==> config.mk <==
export PLATFORM = sky130hd
export DESIGN_NAME = usil_top
export DESIGN_NICKNAME = d
export VERILOG_FILES = /design/src/rtl/usil_sync.v /design/src/rtl/usil_top.v
export VERILOG_INCLUDE_DIRS = /design/src /design/src/rtl
export SDC_FILE = /design/constraint.sdc
export NUM_CORES = 1
export LEC_CHECK = 0
export ABC_CLOCK_PERIOD_IN_PS = 2100
export BUFFER_PORTS_ARGS = -buffer_cell sky130_fd_sc_hd__buf_2
export CAP_MARGIN = 10
export CORE_ASPECT_RATIO = 1.1
export CORE_UTILIZATION = 40
export CTS_CLUSTER_SIZE = 14
export DETAILED_ROUTE_END_ITERATION = 12
export SYNTH_ARGS = -nofsm -noshare
export SYNTH_HDL_FRONTEND = slang
export SYNTH_SLANG_ARGS = --single-unit
==> constraint.sdc <==
create_clock -name clk_sys -period 2.1 [get_ports clk_sys]
set_input_delay 0.21 -clock clk_sys [delete_from_list [all_inputs] [get_ports clk_sys]]
set_output_delay 0.21 -clock clk_sys [all_outputs]
set_load 0.01 [all_outputs]
==> src/rtl/usil_defs.vh <==
`ifndef USIL_DEFS_VH
`define USIL_DEFS_VH

// Register indices on the plain register port.
`define USIL_ADDR_W        3
`define USIL_A_DATA        3'h0
`define USIL_A_UCR         3'h1
`define USIL_A_BAUD_SELECT_REGISTER        3'h2
`define USIL_A_MCR         3'h3
`define USIL_A_USR         3'h4
`define USIL_A_MSR         3'h5

// Control register fields.
`define USIL_UCR_RXPEN     0
`define USIL_UCR_RXODD     1
`define USIL_UCR_TXPEN     2
`define USIL_UCR_TXODD     3
`define USIL_UCR_RST       4'h0

// Modem control register fields.
`define USIL_MCR_DTR       0
`define USIL_MCR_RTS       1
`define USIL_MCR_GIE       2
`define USIL_MCR_MIE       3
`define USIL_MCR_MODE_LO   4
`define USIL_MCR_MODE_HI   5
`define USIL_MCR_RXEN      6
`define USIL_MCR_RST       7'h00

// Operating modes.
`define USIL_MODE_NORMAL   2'h0
`define USIL_MODE_BREAK    2'h1
`define USIL_MODE_ECHO     2'h2
`define USIL_MODE_LOOP     2'h3

// Status register fields.
`define USIL_ST_DR         0
`define USIL_ST_OE         1
`define USIL_ST_PE         2
`define USIL_ST_FE         3
`define USIL_ST_BRK        4
`define USIL_ST_MS         5
`define USIL_ST_TC         6
`define USIL_ST_TX_BUFFER_EMPTY_FLAG       7
`define USIL_ST_RST        8'h40
`define USIL_ST_IRQ_MASK   8'h5e

// Modem status fields.
`define USIL_MS_CTS        0
`define USIL_MS_DSR        1

// Baud timing.
`define USIL_BAUD_SELECT_REGISTER_RST      8'h00
`define USIL_PRESCALE      8'h10
`define USIL_CNT_ONE       16'h0001
`define USIL_BITS_LAST     3'h7

`endif

==> src/rtl/usil_sync.v <==
`timescale 1ns/1ps
`include "usil_defs.vh"

module usil_sync #(
    parameter WIDTH = 3,
    parameter [WIDTH-1:0] INIT = {WIDTH{1'b1}}
) (
    // Clock and reset
    input  wire             clk_sys,
    input  wire             rst,
    // Asynchronous inputs and their settled image
    input  wire [WIDTH-1:0] async_in,
    output reg  [WIDTH-1:0] level_out
);

    reg [WIDTH-1:0] stage1_reg;
    reg [WIDTH-1:0] stage2_reg;
    reg [WIDTH-1:0] stage3_reg;

    genvar i;
    generate
        for (i = 0; i < WIDTH; i = i + 1)
        begin : g_bit
            // A change is accepted only once stages two and three agree.
            always @(posedge clk_sys)
            begin
                if (rst)
                begin
                    stage1_reg[i] <= INIT[i];
                    stage2_reg[i] <= INIT[i];
                    stage3_reg[i] <= INIT[i];
                    level_out[i]  <= INIT[i];
                end
                else
                begin
                    stage1_reg[i] <= async_in[i];
                    stage2_reg[i] <= stage1_reg[i];
                    stage3_reg[i] <= stage2_reg[i];
                    if (stage2_reg[i] == stage3_reg[i])
                        level_out[i] <= stage3_reg[i];
                end
            end
        end
    endgenerate

endmodule

==> src/rtl/usil_top.v <==
// Summary of operation
// Transmitter shifts data bit zero out first in every character.
// Transmit parity is configured separately from receive parity.
// Buffer-empty pin and status flag both show holding buffer empty; the flag only sets when the buffer empties and is clear after reset.
// Transmission complete sets only when holding and shift stages empty.
// Modem enable and global enable bits mask the interrupt output.
// Any change on DSR or CTS sets the modem edge detector.
// Reading modem status clears its edge detector, not its bits.
// Modem status bits always show the live modem pins.
// Modem status bits read as inverse of the low-active pins.
// The uart status edge detector fires only when a status bit rises.
// Reading uart status clears its edge detector and all bits.
// Buffer-empty and data-ready pins ignore status register reads.
// Reset sets transmission complete with its edge already captured.
// Software reads status before enabling interrupts to drop reset event.
// During a status read new conditions wait until strobe end.
// A set bit whose condition recurs during its read ends cleared.
// Software reset writes control, baud select and modem control.
// After software reset, read status and receive buffer first.
// Baud divider gives standard rates from its reference clock.
// Interrupt output stays low while global enable is false.
// Modem event interrupts need both modem and global enables.
// Buffer-empty and data-ready never drive the interrupt output.
// Error flags update once per character during the stop bit.
// Interrupt equals global enable and status or masked modem edge.
// Deferred status updates happen in the cycle after the strobe.
`timescale 1ns/1ps
`include "usil_defs.vh"

module usil_top #(
    parameter       DATA_BITS = 8,
    parameter [7:0] PRESCALE  = `USIL_PRESCALE
) (
    // Clock and reset
    input  wire                    clk_sys,
    input  wire                    rst,
    // Register port
    input  wire [`USIL_ADDR_W-1:0] reg_addr,
    input  wire [7:0]              reg_wdata,
    input  wire                    reg_wr,
    input  wire                    reg_rd,
    output reg  [7:0]              reg_rdata,
    // Serial line
    input  wire                    serial_in,
    output reg                     serial_out,
    // Modem lines
    input  wire                    cts_n,
    input  wire                    dsr_n,
    output reg                     rts_n,
    output reg                     dtr_n,
    // Request pins
    output reg                     tx_buffer_empty_pin,
    output reg                     rx_data_ready_pin,
    output reg                     irq_out
);

    localparam [2:0] ST_IDLE  = 3'h0;
    localparam [2:0] ST_START = 3'h1;
    localparam [2:0] ST_DATA  = 3'h2;
    localparam [2:0] ST_PAR   = 3'h3;
    localparam [2:0] ST_STOP  = 3'h4;

    // Registers written by software.
    reg  [3:0]  uart_control_register;
    reg  [7:0]  baud_select_register;
    reg  [6:0]  modem_control_register;

    // Transmit path.
    reg  [7:0]  tx_holding_buffer;
    reg         tx_hold_full_reg;
    reg  [7:0]  tx_shift_register;
    reg  [2:0]  tx_state_reg;
    reg  [2:0]  tx_bit_reg;
    reg  [15:0] tx_cnt_reg;
    reg         tx_line_reg;
    reg         tx_par_reg;
    reg         tx_complete_prev_reg;
    reg         tx_buffer_empty_flag_prev_reg;

    // Receive path.
    reg  [7:0]  rx_holding_buffer;
    reg         rx_full_reg;
    reg  [7:0]  rx_shift_reg;
    reg  [2:0]  rx_state_reg;
    reg  [2:0]  rx_bit_reg;
    reg  [15:0] rx_cnt_reg;
    reg         rx_par_reg;
    reg         rx_par_bad_reg;

    // Status, deferral and edge latches.
    reg  [7:0]  uart_status_register;
    reg  [7:0]  pend_reg;
    reg  [7:0]  snap_reg;
    reg         post_rd_reg;
    reg         post_clr_reg;
    reg         usr_edge_reg;
    reg         modem_edge_reg;
    reg  [1:0]  msr_prev_reg;

    wire [2:0]  pins_sync;
    wire [1:0]  modem_status_register;
    wire [1:0]  mode;
    wire        gie;
    wire        mie;
    wire [15:0] bit_len;
    wire [15:0] bit_last;
    wire [15:0] half_last;
    wire        rx_line;
    wire        tx_done;
    wire        tx_complete_flag;
    wire        tx_buffer_empty_flag;
    wire        rd_usr;
    wire        rd_msr;
    wire        rd_data;
    wire        wr_data;
    wire        modem_change_flag;
    wire        rx_stop_evt;
    wire        rx_stop_ok;
    wire        break_received_flag;
    wire        framing_error_flag;
    wire        parity_error_flag;
    wire [7:0]  cond;
    wire [7:0]  status_eff;
    wire [7:0]  status_next;

    usil_sync #(
        .WIDTH (3),
        .INIT  (3'h7)
    ) u_sync (
        .clk_sys   (clk_sys),
        .rst       (rst),
        .async_in  ({dsr_n, cts_n, serial_in}),
        .level_out (pins_sync)
    );

    assign modem_status_register = ~pins_sync[2:1];
    assign mode = modem_control_register[`USIL_MCR_MODE_HI:
                                         `USIL_MCR_MODE_LO];
    assign gie  = modem_control_register[`USIL_MCR_GIE];
    assign mie  = modem_control_register[`USIL_MCR_MIE];

    // Bit period is (select + 1) * prescale clocks of clk_sys. With a
    // reference clock of 2.4576MHz divided by the prescale the standard
    // rates come out exact.
    assign bit_len   = (baud_select_register + `USIL_CNT_ONE) * PRESCALE;
    assign bit_last  = bit_len - `USIL_CNT_ONE;
    assign half_last = {1'b0, bit_len[15:1]} - `USIL_CNT_ONE;

    assign rx_line = (mode == `USIL_MODE_LOOP) ? tx_line_reg : pins_sync[0];

    assign rd_usr  = reg_rd && (reg_addr == `USIL_A_USR);
    assign rd_msr  = reg_rd && (reg_addr == `USIL_A_MSR);
    assign rd_data = reg_rd && (reg_addr == `USIL_A_DATA);
    assign wr_data = reg_wr && (reg_addr == `USIL_A_DATA);

    assign tx_done = (tx_state_reg == ST_IDLE);
    assign tx_buffer_empty_flag = ~tx_hold_full_reg;
    assign tx_complete_flag = tx_buffer_empty_flag && tx_done;
    assign modem_change_flag = |(modem_status_register ^ msr_prev_reg);

    assign rx_stop_evt = (rx_state_reg == ST_STOP) && (rx_cnt_reg == 16'h0);
    assign rx_stop_ok  = rx_line;
    assign break_received_flag = rx_stop_evt && !rx_stop_ok &&
                                 (rx_shift_reg == 8'h00);
    assign framing_error_flag  = rx_stop_evt && !rx_stop_ok;
    assign parity_error_flag   = rx_stop_evt && rx_par_bad_reg;

    // Conditions that set status bits; buffer and completion flags set
    // on their rising levels only.
    assign cond[`USIL_ST_DR]   = rx_stop_evt;
    assign cond[`USIL_ST_OE]   = rx_stop_evt && rx_full_reg;
    assign cond[`USIL_ST_PE]   = parity_error_flag;
    assign cond[`USIL_ST_FE]   = framing_error_flag;
    assign cond[`USIL_ST_BRK]  = break_received_flag;
    assign cond[`USIL_ST_MS]   = modem_change_flag;
    assign cond[`USIL_ST_TC]   = tx_complete_flag && !tx_complete_prev_reg;
    assign cond[`USIL_ST_TX_BUFFER_EMPTY_FLAG] = tx_buffer_empty_flag && !tx_buffer_empty_flag_prev_reg;

    // One cycle after a status read the held conditions land; after a
    // status register read, bits that were set and recurred end cleared.
    assign status_eff = !post_rd_reg ? uart_status_register :
                        post_clr_reg ? (pend_reg & ~snap_reg) :
                        (uart_status_register ^ pend_reg);
    assign status_next = status_eff | cond;

    // Register writes.
    always @(posedge clk_sys)
    begin
        if (rst)
        begin
            uart_control_register  <= `USIL_UCR_RST;
            baud_select_register   <= `USIL_BAUD_SELECT_REGISTER_RST;
            modem_control_register <= `USIL_MCR_RST;
        end
        else if (reg_wr)
        begin
            case (reg_addr)
                `USIL_A_UCR:
                    uart_control_register <= reg_wdata[3:0];
                `USIL_A_BAUD_SELECT_REGISTER:
                    baud_select_register <= reg_wdata;
                `USIL_A_MCR:
                    modem_control_register <= reg_wdata[6:0];
                default:
                    uart_control_register <= uart_control_register;
            endcase
        end
    end

    // Read data, valid in the cycle after the strobe.
    always @(posedge clk_sys)
    begin
        if (rst)
            reg_rdata <= 8'h00;
        else if (reg_rd)
        begin
            case (reg_addr)
                `USIL_A_DATA: reg_rdata <= rx_holding_buffer;
                `USIL_A_UCR:  reg_rdata <= {4'h0, uart_control_register};
                `USIL_A_BAUD_SELECT_REGISTER: reg_rdata <= baud_select_register;
                `USIL_A_MCR:  reg_rdata <= {1'b0, modem_control_register};
                `USIL_A_USR:  reg_rdata <= status_eff;
                `USIL_A_MSR:  reg_rdata <= {6'h00, modem_status_register};
                default:      reg_rdata <= 8'h00;
            endcase
        end
        else
            reg_rdata <= 8'h00;
    end

    // Status register with read deferral.
    always @(posedge clk_sys)
    begin
        if (rst)
        begin
            uart_status_register <= `USIL_ST_RST;
            pend_reg     <= 8'h00;
            snap_reg     <= 8'h00;
            post_rd_reg  <= 1'b0;
            post_clr_reg <= 1'b0;
            msr_prev_reg <= 2'h0;
        end
        else
        begin
            msr_prev_reg <= modem_status_register;
            if (rd_usr || rd_msr)
            begin
                // Setting is inhibited while the read is in progress.
                uart_status_register <= status_eff;
                pend_reg     <= cond;
                snap_reg     <= status_eff;
                post_rd_reg  <= 1'b1;
                post_clr_reg <= rd_usr;
            end
            else
            begin
                uart_status_register <= status_next;
                pend_reg     <= 8'h00;
                post_rd_reg  <= 1'b0;
                post_clr_reg <= 1'b0;
            end
        end
    end

    // Edge latches and the interrupt output.
    always @(posedge clk_sys)
    begin
        if (rst)
        begin
            usr_edge_reg   <= 1'b1;
            modem_edge_reg <= 1'b0;
            irq_out        <= 1'b0;
        end
        else
        begin
            if (|(status_next & ~uart_status_register &
                  `USIL_ST_IRQ_MASK) && !(rd_usr || rd_msr))
                usr_edge_reg <= 1'b1;
            else if (rd_usr)
                usr_edge_reg <= 1'b0;
            if (modem_change_flag)
                modem_edge_reg <= 1'b1;
            else if (rd_msr)
                modem_edge_reg <= 1'b0;
            irq_out <= gie && (usr_edge_reg ||
                               (modem_edge_reg && mie));
        end
    end

    // Pins follow their own conditions, untouched by status reads.
    always @(posedge clk_sys)
    begin
        if (rst)
        begin
            tx_buffer_empty_pin  <= 1'b1;
            rx_data_ready_pin    <= 1'b0;
            rts_n                <= 1'b1;
            dtr_n                <= 1'b1;
            tx_complete_prev_reg <= 1'b1;
            tx_buffer_empty_flag_prev_reg        <= 1'b1;
        end
        else
        begin
            tx_buffer_empty_pin  <= tx_buffer_empty_flag;
            rx_data_ready_pin    <= rx_full_reg;
            rts_n <= ~modem_control_register[`USIL_MCR_RTS];
            dtr_n <= ~modem_control_register[`USIL_MCR_DTR];
            tx_complete_prev_reg <= tx_complete_flag;
            tx_buffer_empty_flag_prev_reg        <= tx_buffer_empty_flag;
        end
    end

    // Transmitter; CTS high keeps a new character from starting.
    always @(posedge clk_sys)
    begin
        if (rst)
        begin
            tx_holding_buffer <= 8'h00;
            tx_hold_full_reg  <= 1'b0;
            tx_shift_register <= 8'h00;
            tx_state_reg      <= ST_IDLE;
            tx_bit_reg        <= 3'h0;
            tx_cnt_reg        <= 16'h0;
            tx_line_reg       <= 1'b1;
            tx_par_reg        <= 1'b0;
        end
        else
        begin
            if (wr_data)
            begin
                tx_holding_buffer <= reg_wdata;
                tx_hold_full_reg  <= 1'b1;
            end
            case (tx_state_reg)
                ST_IDLE:
                begin
                    tx_line_reg <= 1'b1;
                    if (tx_hold_full_reg && !pins_sync[1] &&
                        mode != `USIL_MODE_ECHO && !wr_data)
                    begin
                        tx_shift_register <= tx_holding_buffer;
                        tx_hold_full_reg  <= 1'b0;
                        tx_par_reg <= uart_control_register[`USIL_UCR_TXODD];
                        tx_line_reg  <= 1'b0;
                        tx_cnt_reg   <= bit_last;
                        tx_state_reg <= ST_START;
                    end
                end
                default:
                begin
                    if (tx_cnt_reg != 16'h0)
                        tx_cnt_reg <= tx_cnt_reg - `USIL_CNT_ONE;
                    else
                    begin
                        tx_cnt_reg <= bit_last;
                        case (tx_state_reg)
                            ST_START, ST_DATA:
                            begin
                                if (tx_state_reg == ST_START)
                                    tx_bit_reg <= 3'h0;
                                else
                                    tx_bit_reg <= tx_bit_reg + 3'h1;
                                if (tx_state_reg == ST_DATA &&
                                    tx_bit_reg == `USIL_BITS_LAST)
                                begin
                                    if (uart_control_register[
                                            `USIL_UCR_TXPEN])
                                    begin
                                        tx_line_reg  <= tx_par_reg;
                                        tx_state_reg <= ST_PAR;
                                    end
                                    else
                                    begin
                                        tx_line_reg  <= 1'b1;
                                        tx_state_reg <= ST_STOP;
                                    end
                                end
                                else
                                begin
                                    tx_line_reg <= tx_shift_register[0];
                                    tx_par_reg  <= tx_par_reg ^
                                                   tx_shift_register[0];
                                    tx_shift_register <=
                                        {1'b0, tx_shift_register[7:1]};
                                    tx_state_reg <= ST_DATA;
                                end
                            end
                            ST_PAR:
                            begin
                                tx_line_reg  <= 1'b1;
                                tx_state_reg <= ST_STOP;
                            end
                            default:
                                tx_state_reg <= ST_IDLE;
                        endcase
                    end
                end
            endcase
        end
    end

    // Line output per operating mode.
    always @(posedge clk_sys)
    begin
        if (rst)
            serial_out <= 1'b1;
        else
        begin
            case (mode)
                `USIL_MODE_BREAK: serial_out <= 1'b0;
                `USIL_MODE_ECHO:  serial_out <= pins_sync[0];
                `USIL_MODE_LOOP:  serial_out <= 1'b1;
                default:          serial_out <= tx_line_reg;
            endcase
        end
    end

    // Receiver: samples mid-bit, loads the holding buffer at the stop bit.
    always @(posedge clk_sys)
    begin
        if (rst)
        begin
            rx_holding_buffer <= 8'h00;
            rx_full_reg    <= 1'b0;
            rx_shift_reg   <= 8'h00;
            rx_state_reg   <= ST_IDLE;
            rx_bit_reg     <= 3'h0;
            rx_cnt_reg     <= 16'h0;
            rx_par_reg     <= 1'b0;
            rx_par_bad_reg <= 1'b0;
        end
        else
        begin
            if (rd_data)
                rx_full_reg <= 1'b0;
            if (rx_state_reg == ST_IDLE)
            begin
                if (!rx_line && modem_control_register[`USIL_MCR_RXEN])
                begin
                    rx_cnt_reg   <= half_last;
                    rx_state_reg <= ST_START;
                end
            end
            else if (rx_cnt_reg != 16'h0)
                rx_cnt_reg <= rx_cnt_reg - `USIL_CNT_ONE;
            else
            begin
                rx_cnt_reg <= bit_last;
                case (rx_state_reg)
                    ST_START:
                    begin
                        rx_bit_reg   <= 3'h0;
                        rx_par_reg   <= uart_control_register[`USIL_UCR_RXODD];
                        rx_state_reg <= rx_line ? ST_IDLE : ST_DATA;
                    end
                    ST_DATA:
                    begin
                        rx_shift_reg <= {rx_line, rx_shift_reg[7:1]};
                        rx_par_reg   <= rx_par_reg ^ rx_line;
                        rx_bit_reg   <= rx_bit_reg + 3'h1;
                        rx_par_bad_reg <= 1'b0;
                        if (rx_bit_reg == `USIL_BITS_LAST)
                            rx_state_reg <=
                                uart_control_register[`USIL_UCR_RXPEN] ?
                                ST_PAR : ST_STOP;
                    end
                    ST_PAR:
                    begin
                        rx_par_bad_reg <= rx_par_reg ^ rx_line;
                        rx_state_reg   <= ST_STOP;
                    end
                    default:
                    begin
                        rx_holding_buffer <= rx_shift_reg;
                        rx_full_reg  <= 1'b1;
                        rx_state_reg <= ST_IDLE;
                    end
                endcase
            end
        end
    end

endmodule

==> out/summary.txt <==
STA
------------------------------------------------------------------------------------
Worst-case headroom to the max-slew limit                                     66.13%
Number of endpoints failing setup at the final stage                               0
Clock Skews                                                               0.01187 ns
Pin slew with the least headroom to its limit                              0.5044 ns
Slew Limit Fails                                                                   0
Final Hold Slack                                                          0.05490 ns
Hold violation total from the final report                                         0
Setup repair after global routing missed its margin                             true
Final Worst Setup Slack                                                  0.002677 ns
Final Cycle Share                                                             99.87%
Max Fclk                                                                  0.4768 GHz
Min Clock Period, post-route                                                2.097 ns

CRITICAL PATH
------------------------------------------------------------------------------------
Critical path destination                                               rx_cnt_reg[14]
Worst reg2reg path startpoint                                           baud_select_register[1]
Beginning of the critical path                                          baud_select_register[1]
Biggest fanout along the worst timing path                                         3
Worst path depth                                                                   7
R2R Setup Slk                                                               0.003 ns
WP data required                                                             2.45 ns
Worst path top cell family by delay                                     compound AO/OA/AOI/OAI gates
Cell with the largest stage delay on the worst path                           or4b_4
Worst setup EP type                                                         register
CP bufs+invs                                                                       0
Critical R2R Capture                                                    rx_cnt_reg[14]
Critical Path Start Type                                                    register
Classification of the worst setup path                                  register to register
CP cell instances                                                       ha_4 > xor2_1 > or4b_4 > a211oi_4 > nand2_2 > a31o_4 > a311oi_2
Delay of the slowest cell on the worst path                                  0.55 ns
Register-to-Register Path Depth                                                    7
Arrival time at the worst endpoint                                           2.44 ns

ROUTE
------------------------------------------------------------------------------------
Via total after detailed routing                                                6692
Pre-Repair DR Iteration Count                                                      5
Routed vias/inst                                                               5.463
Total length of routed wires                                                19.49 mm
Initial DRC Count                                                                381
Residual antenna-violating net count after detailed routing                        0
Remaining DRCs                                                                     0
Detail-routed net length per standard cell                                  15.91 um

PWR
------------------------------------------------------------------------------------
Leakage power figure                                                        3.389 nW
Clk network pwr share                                                          31.9%
Overall power                                                               9.255 mW
Seq pwr share                                                                  36.6%
Total internal power                                                        6.014 mW
Combinational group share of total power                                       31.5%
Switching share of power                                                      35.02%
PwrDens                                                                 1026 mW/mm^2
IR Drop Worst-Case VDD                                                      845.2 uV
Sw Pwr                                                                      3.241 mW

PLACED DESIGN
------------------------------------------------------------------------------------
Port Buffer Count                                                                 31
Pre-CTS setup slack                                                      0.009772 ns
Final HPWL DP                                                               13.71 mm
Weighted congestion at the end of routability-driven global placement         0.8242
Total placed instance area                                              0.008330 mm^2

FINISH
------------------------------------------------------------------------------------
Synthesis-to-finish area growth                                               21.69%
Finished layout cell area                                               0.009021 mm^2
Share of final-layout standard cells stronger than drive strength 1           19.96%
Number of nets at the end of the flow                                           1000
Number of antenna repair diodes                                                    0
# fillers                                                                       1726

WORST HOLD PATH
------------------------------------------------------------------------------------
Worst Hold Class                                                        input port to register
Number of stages on the worst hold path                                            3

SYNTHESIS
------------------------------------------------------------------------------------
EDFF count, synth                                                                  0
Number of warnings issued by yosys                                                 0
Most frequent cell after synthesis                                           dfxtp_1
Area contributors post-synth                                            dfxtp_1, nor2_1, mux2i_1
Synthesized instance count                                                       896
Average cell area after synthesis                                         8.274 um^2
Synth Flop Type                                                              dfxtp_1
Synth top cells by count                                                dfxtp_1, nor2_1, nand2_1
Cell accounting for the most synthesized area                                dfxtp_1
Netlist area before placement                                           0.007413 mm^2
Proportion of netlist area held by the largest area contributor               42.67%
Library cells used by synthesis                                                   72
Synth Net Count                                                                  922
Fraction of the yosys area taken by sequential cells                          42.67%
Async S/R FF share, synth                                                         0%
Count of state elements after synthesis                                          158

GLOBAL ROUTING
------------------------------------------------------------------------------------
Global-route wire length before repair                                      31.20 mm
Antenna violations before repair                                                   0
Vias in the first global route                                                  6025
Global-route total usage across every layer                                   20.73%
Pin count of the biggest net entering global routing                              81
Total grt overflow                                                                 0

CLOCK NETWORK
------------------------------------------------------------------------------------
Clock latency reported for the late side of the worst-skew pair              0.43 ns
Number of clock sinks seen by CTS                                                158
Total clock buffers created by CTS                                                17
Clock tree from TritonCTS                                                        yes
Register clock-pin slew on the reported worst setup and hold paths           0.07 ns
Clk root buf                                                               clkbuf_16
H-tree levels                                                                      4
Largest buffer count on any clock path                                             2

DIE
------------------------------------------------------------------------------------
Floorplan die width                                                         131.8 um
Number of top-level design ports                                                  32
Core Footprint                                                          0.01793 mm^2
# rows                                                                            51
Overall die area                                                        0.01908 mm^2
Die height                                                                  144.8 um
Initial core utilization                                                      41.34%

RUN
------------------------------------------------------------------------------------
Max cap viols                                                                      0

RUN STATUS
------------------------------------------------------------------------------------
Run status                                                                 completed

-- power groups by stage --
stage               logic (mW)  registers [mW]  clock network [mW]
finish                    2.92            3.39                2.95
floorplan                 1.94            3.41                   0
detailed placement        2.81            3.44                   0
CTS                       2.82            3.38                3.00
global placement          2.79            3.44                   0
global route              3.29            3.41                3.14
-- worst min-delay path, stage by stage --
cell	delay (ns)
buf_2	0.12
nand2_1	0.05
a21oi_1	0.05
-- worst min path at each step --
stage / from / endpoint
floorplan: rst / post_rd_reg
global placement: u_sync.stage1_reg[2] / u_sync.stage2_reg[2]
detailed placement: u_sync.stage1_reg[1] / u_sync.stage2_reg[1]
CTS: reg_wdata[5] / tx_holding_buffer[5]
global route: reg_wdata[7] / tx_holding_buffer[7]
finish: reg_wdata[7] / tx_holding_buffer[7]
-- cells in the final DEF (no fill, tap or decap), types with 10 or more instances in the layout --
| master | count |
|---|---|
| buf_2 | 30 |
| nor2_1 | 131 |
| clkbuf_16 | 17 |
| mux2i_1 | 44 |
| buf_4 | 78 |
| nor4_1 | 11 |
| nand2b_1 | 10 |
| a21oi_1 | 72 |
| nor3_1 | 22 |
| nand3_1 | 33 |
| nand2_1 | 95 |
| a211oi_1 | 14 |
| or2_2 | 12 |
| inv_1 | 16 |
| or3_1 | 10 |
| a311oi_1 | 11 |
| dfxtp_1 | 154 |
| o21ai_0 | 50 |
| xnor2_1 | 12 |
-- per-stage QoR --
| step | instances | TNS [ns] | util [%] |
|---|---|---|---|
| after global placement | 1188 | 0 | 46.46 |
| final | 1225 | 0 | 50.31 |
| after global routing | 1225 | -0.3612 | 50.31 |
| after detailed placement | 1188 | 0 | 46.46 |
| after floorplan | 896 | -0.1033 | - |
| after CTS | 1223 | -0.008237 | 49.77 |
-- logic make-up (layout without fill, tap and decap cells) --
logic type	after synthesis	in the layout	share of synthesized area, %
multiplexers	48	48	7.207
XOR/XNOR	17	17	2.008
flip-flops	158	158	42.67
adder cells (fa/ha/maj)	8	8	1.350
buffers and inverters	74	165	3.916
AND/OR/NAND/NOR	377	377	24.39
AO/OA/AOI/OAI	214	214	18.46
-- routing by layer --
metal / global-route usage [%] / vias up / part of all wire, %
met5: 0 / - / 0
met4: 6.977 / 0 / 1.4
met1: 27.10 / 3140 / 46
met3: 3.379 / 24 / 3.6
li1: - / 3370 / -
met2: 34.84 / 158 / 49
-- cell type report --
cell class	count	area, um^2	share of cell area, %
tap	238	297.8	3.301
clock buffer	18	439.2	4.868
sequential	158	3171	35.15
multi-input combinational	664	4070	45.12
clock inverter	14	123.9	1.373
timing repair buffer	117	859.6	9.528
inverter	16	60.06	0.6657
-- repair_timing --
item | 4_1_cts | 5_1_grt
hold buffers | 3 | 0
buffers inserted | 0 | 1
endpoints found under the setup margin | 2 | 50
cloned | 0 | 1
gates resized for setup | 0 | 19
hold endpoints to repair | 3 | 0
pin swaps | 0 | 5
Note: power is estimated with default switching activity, not from simulation.
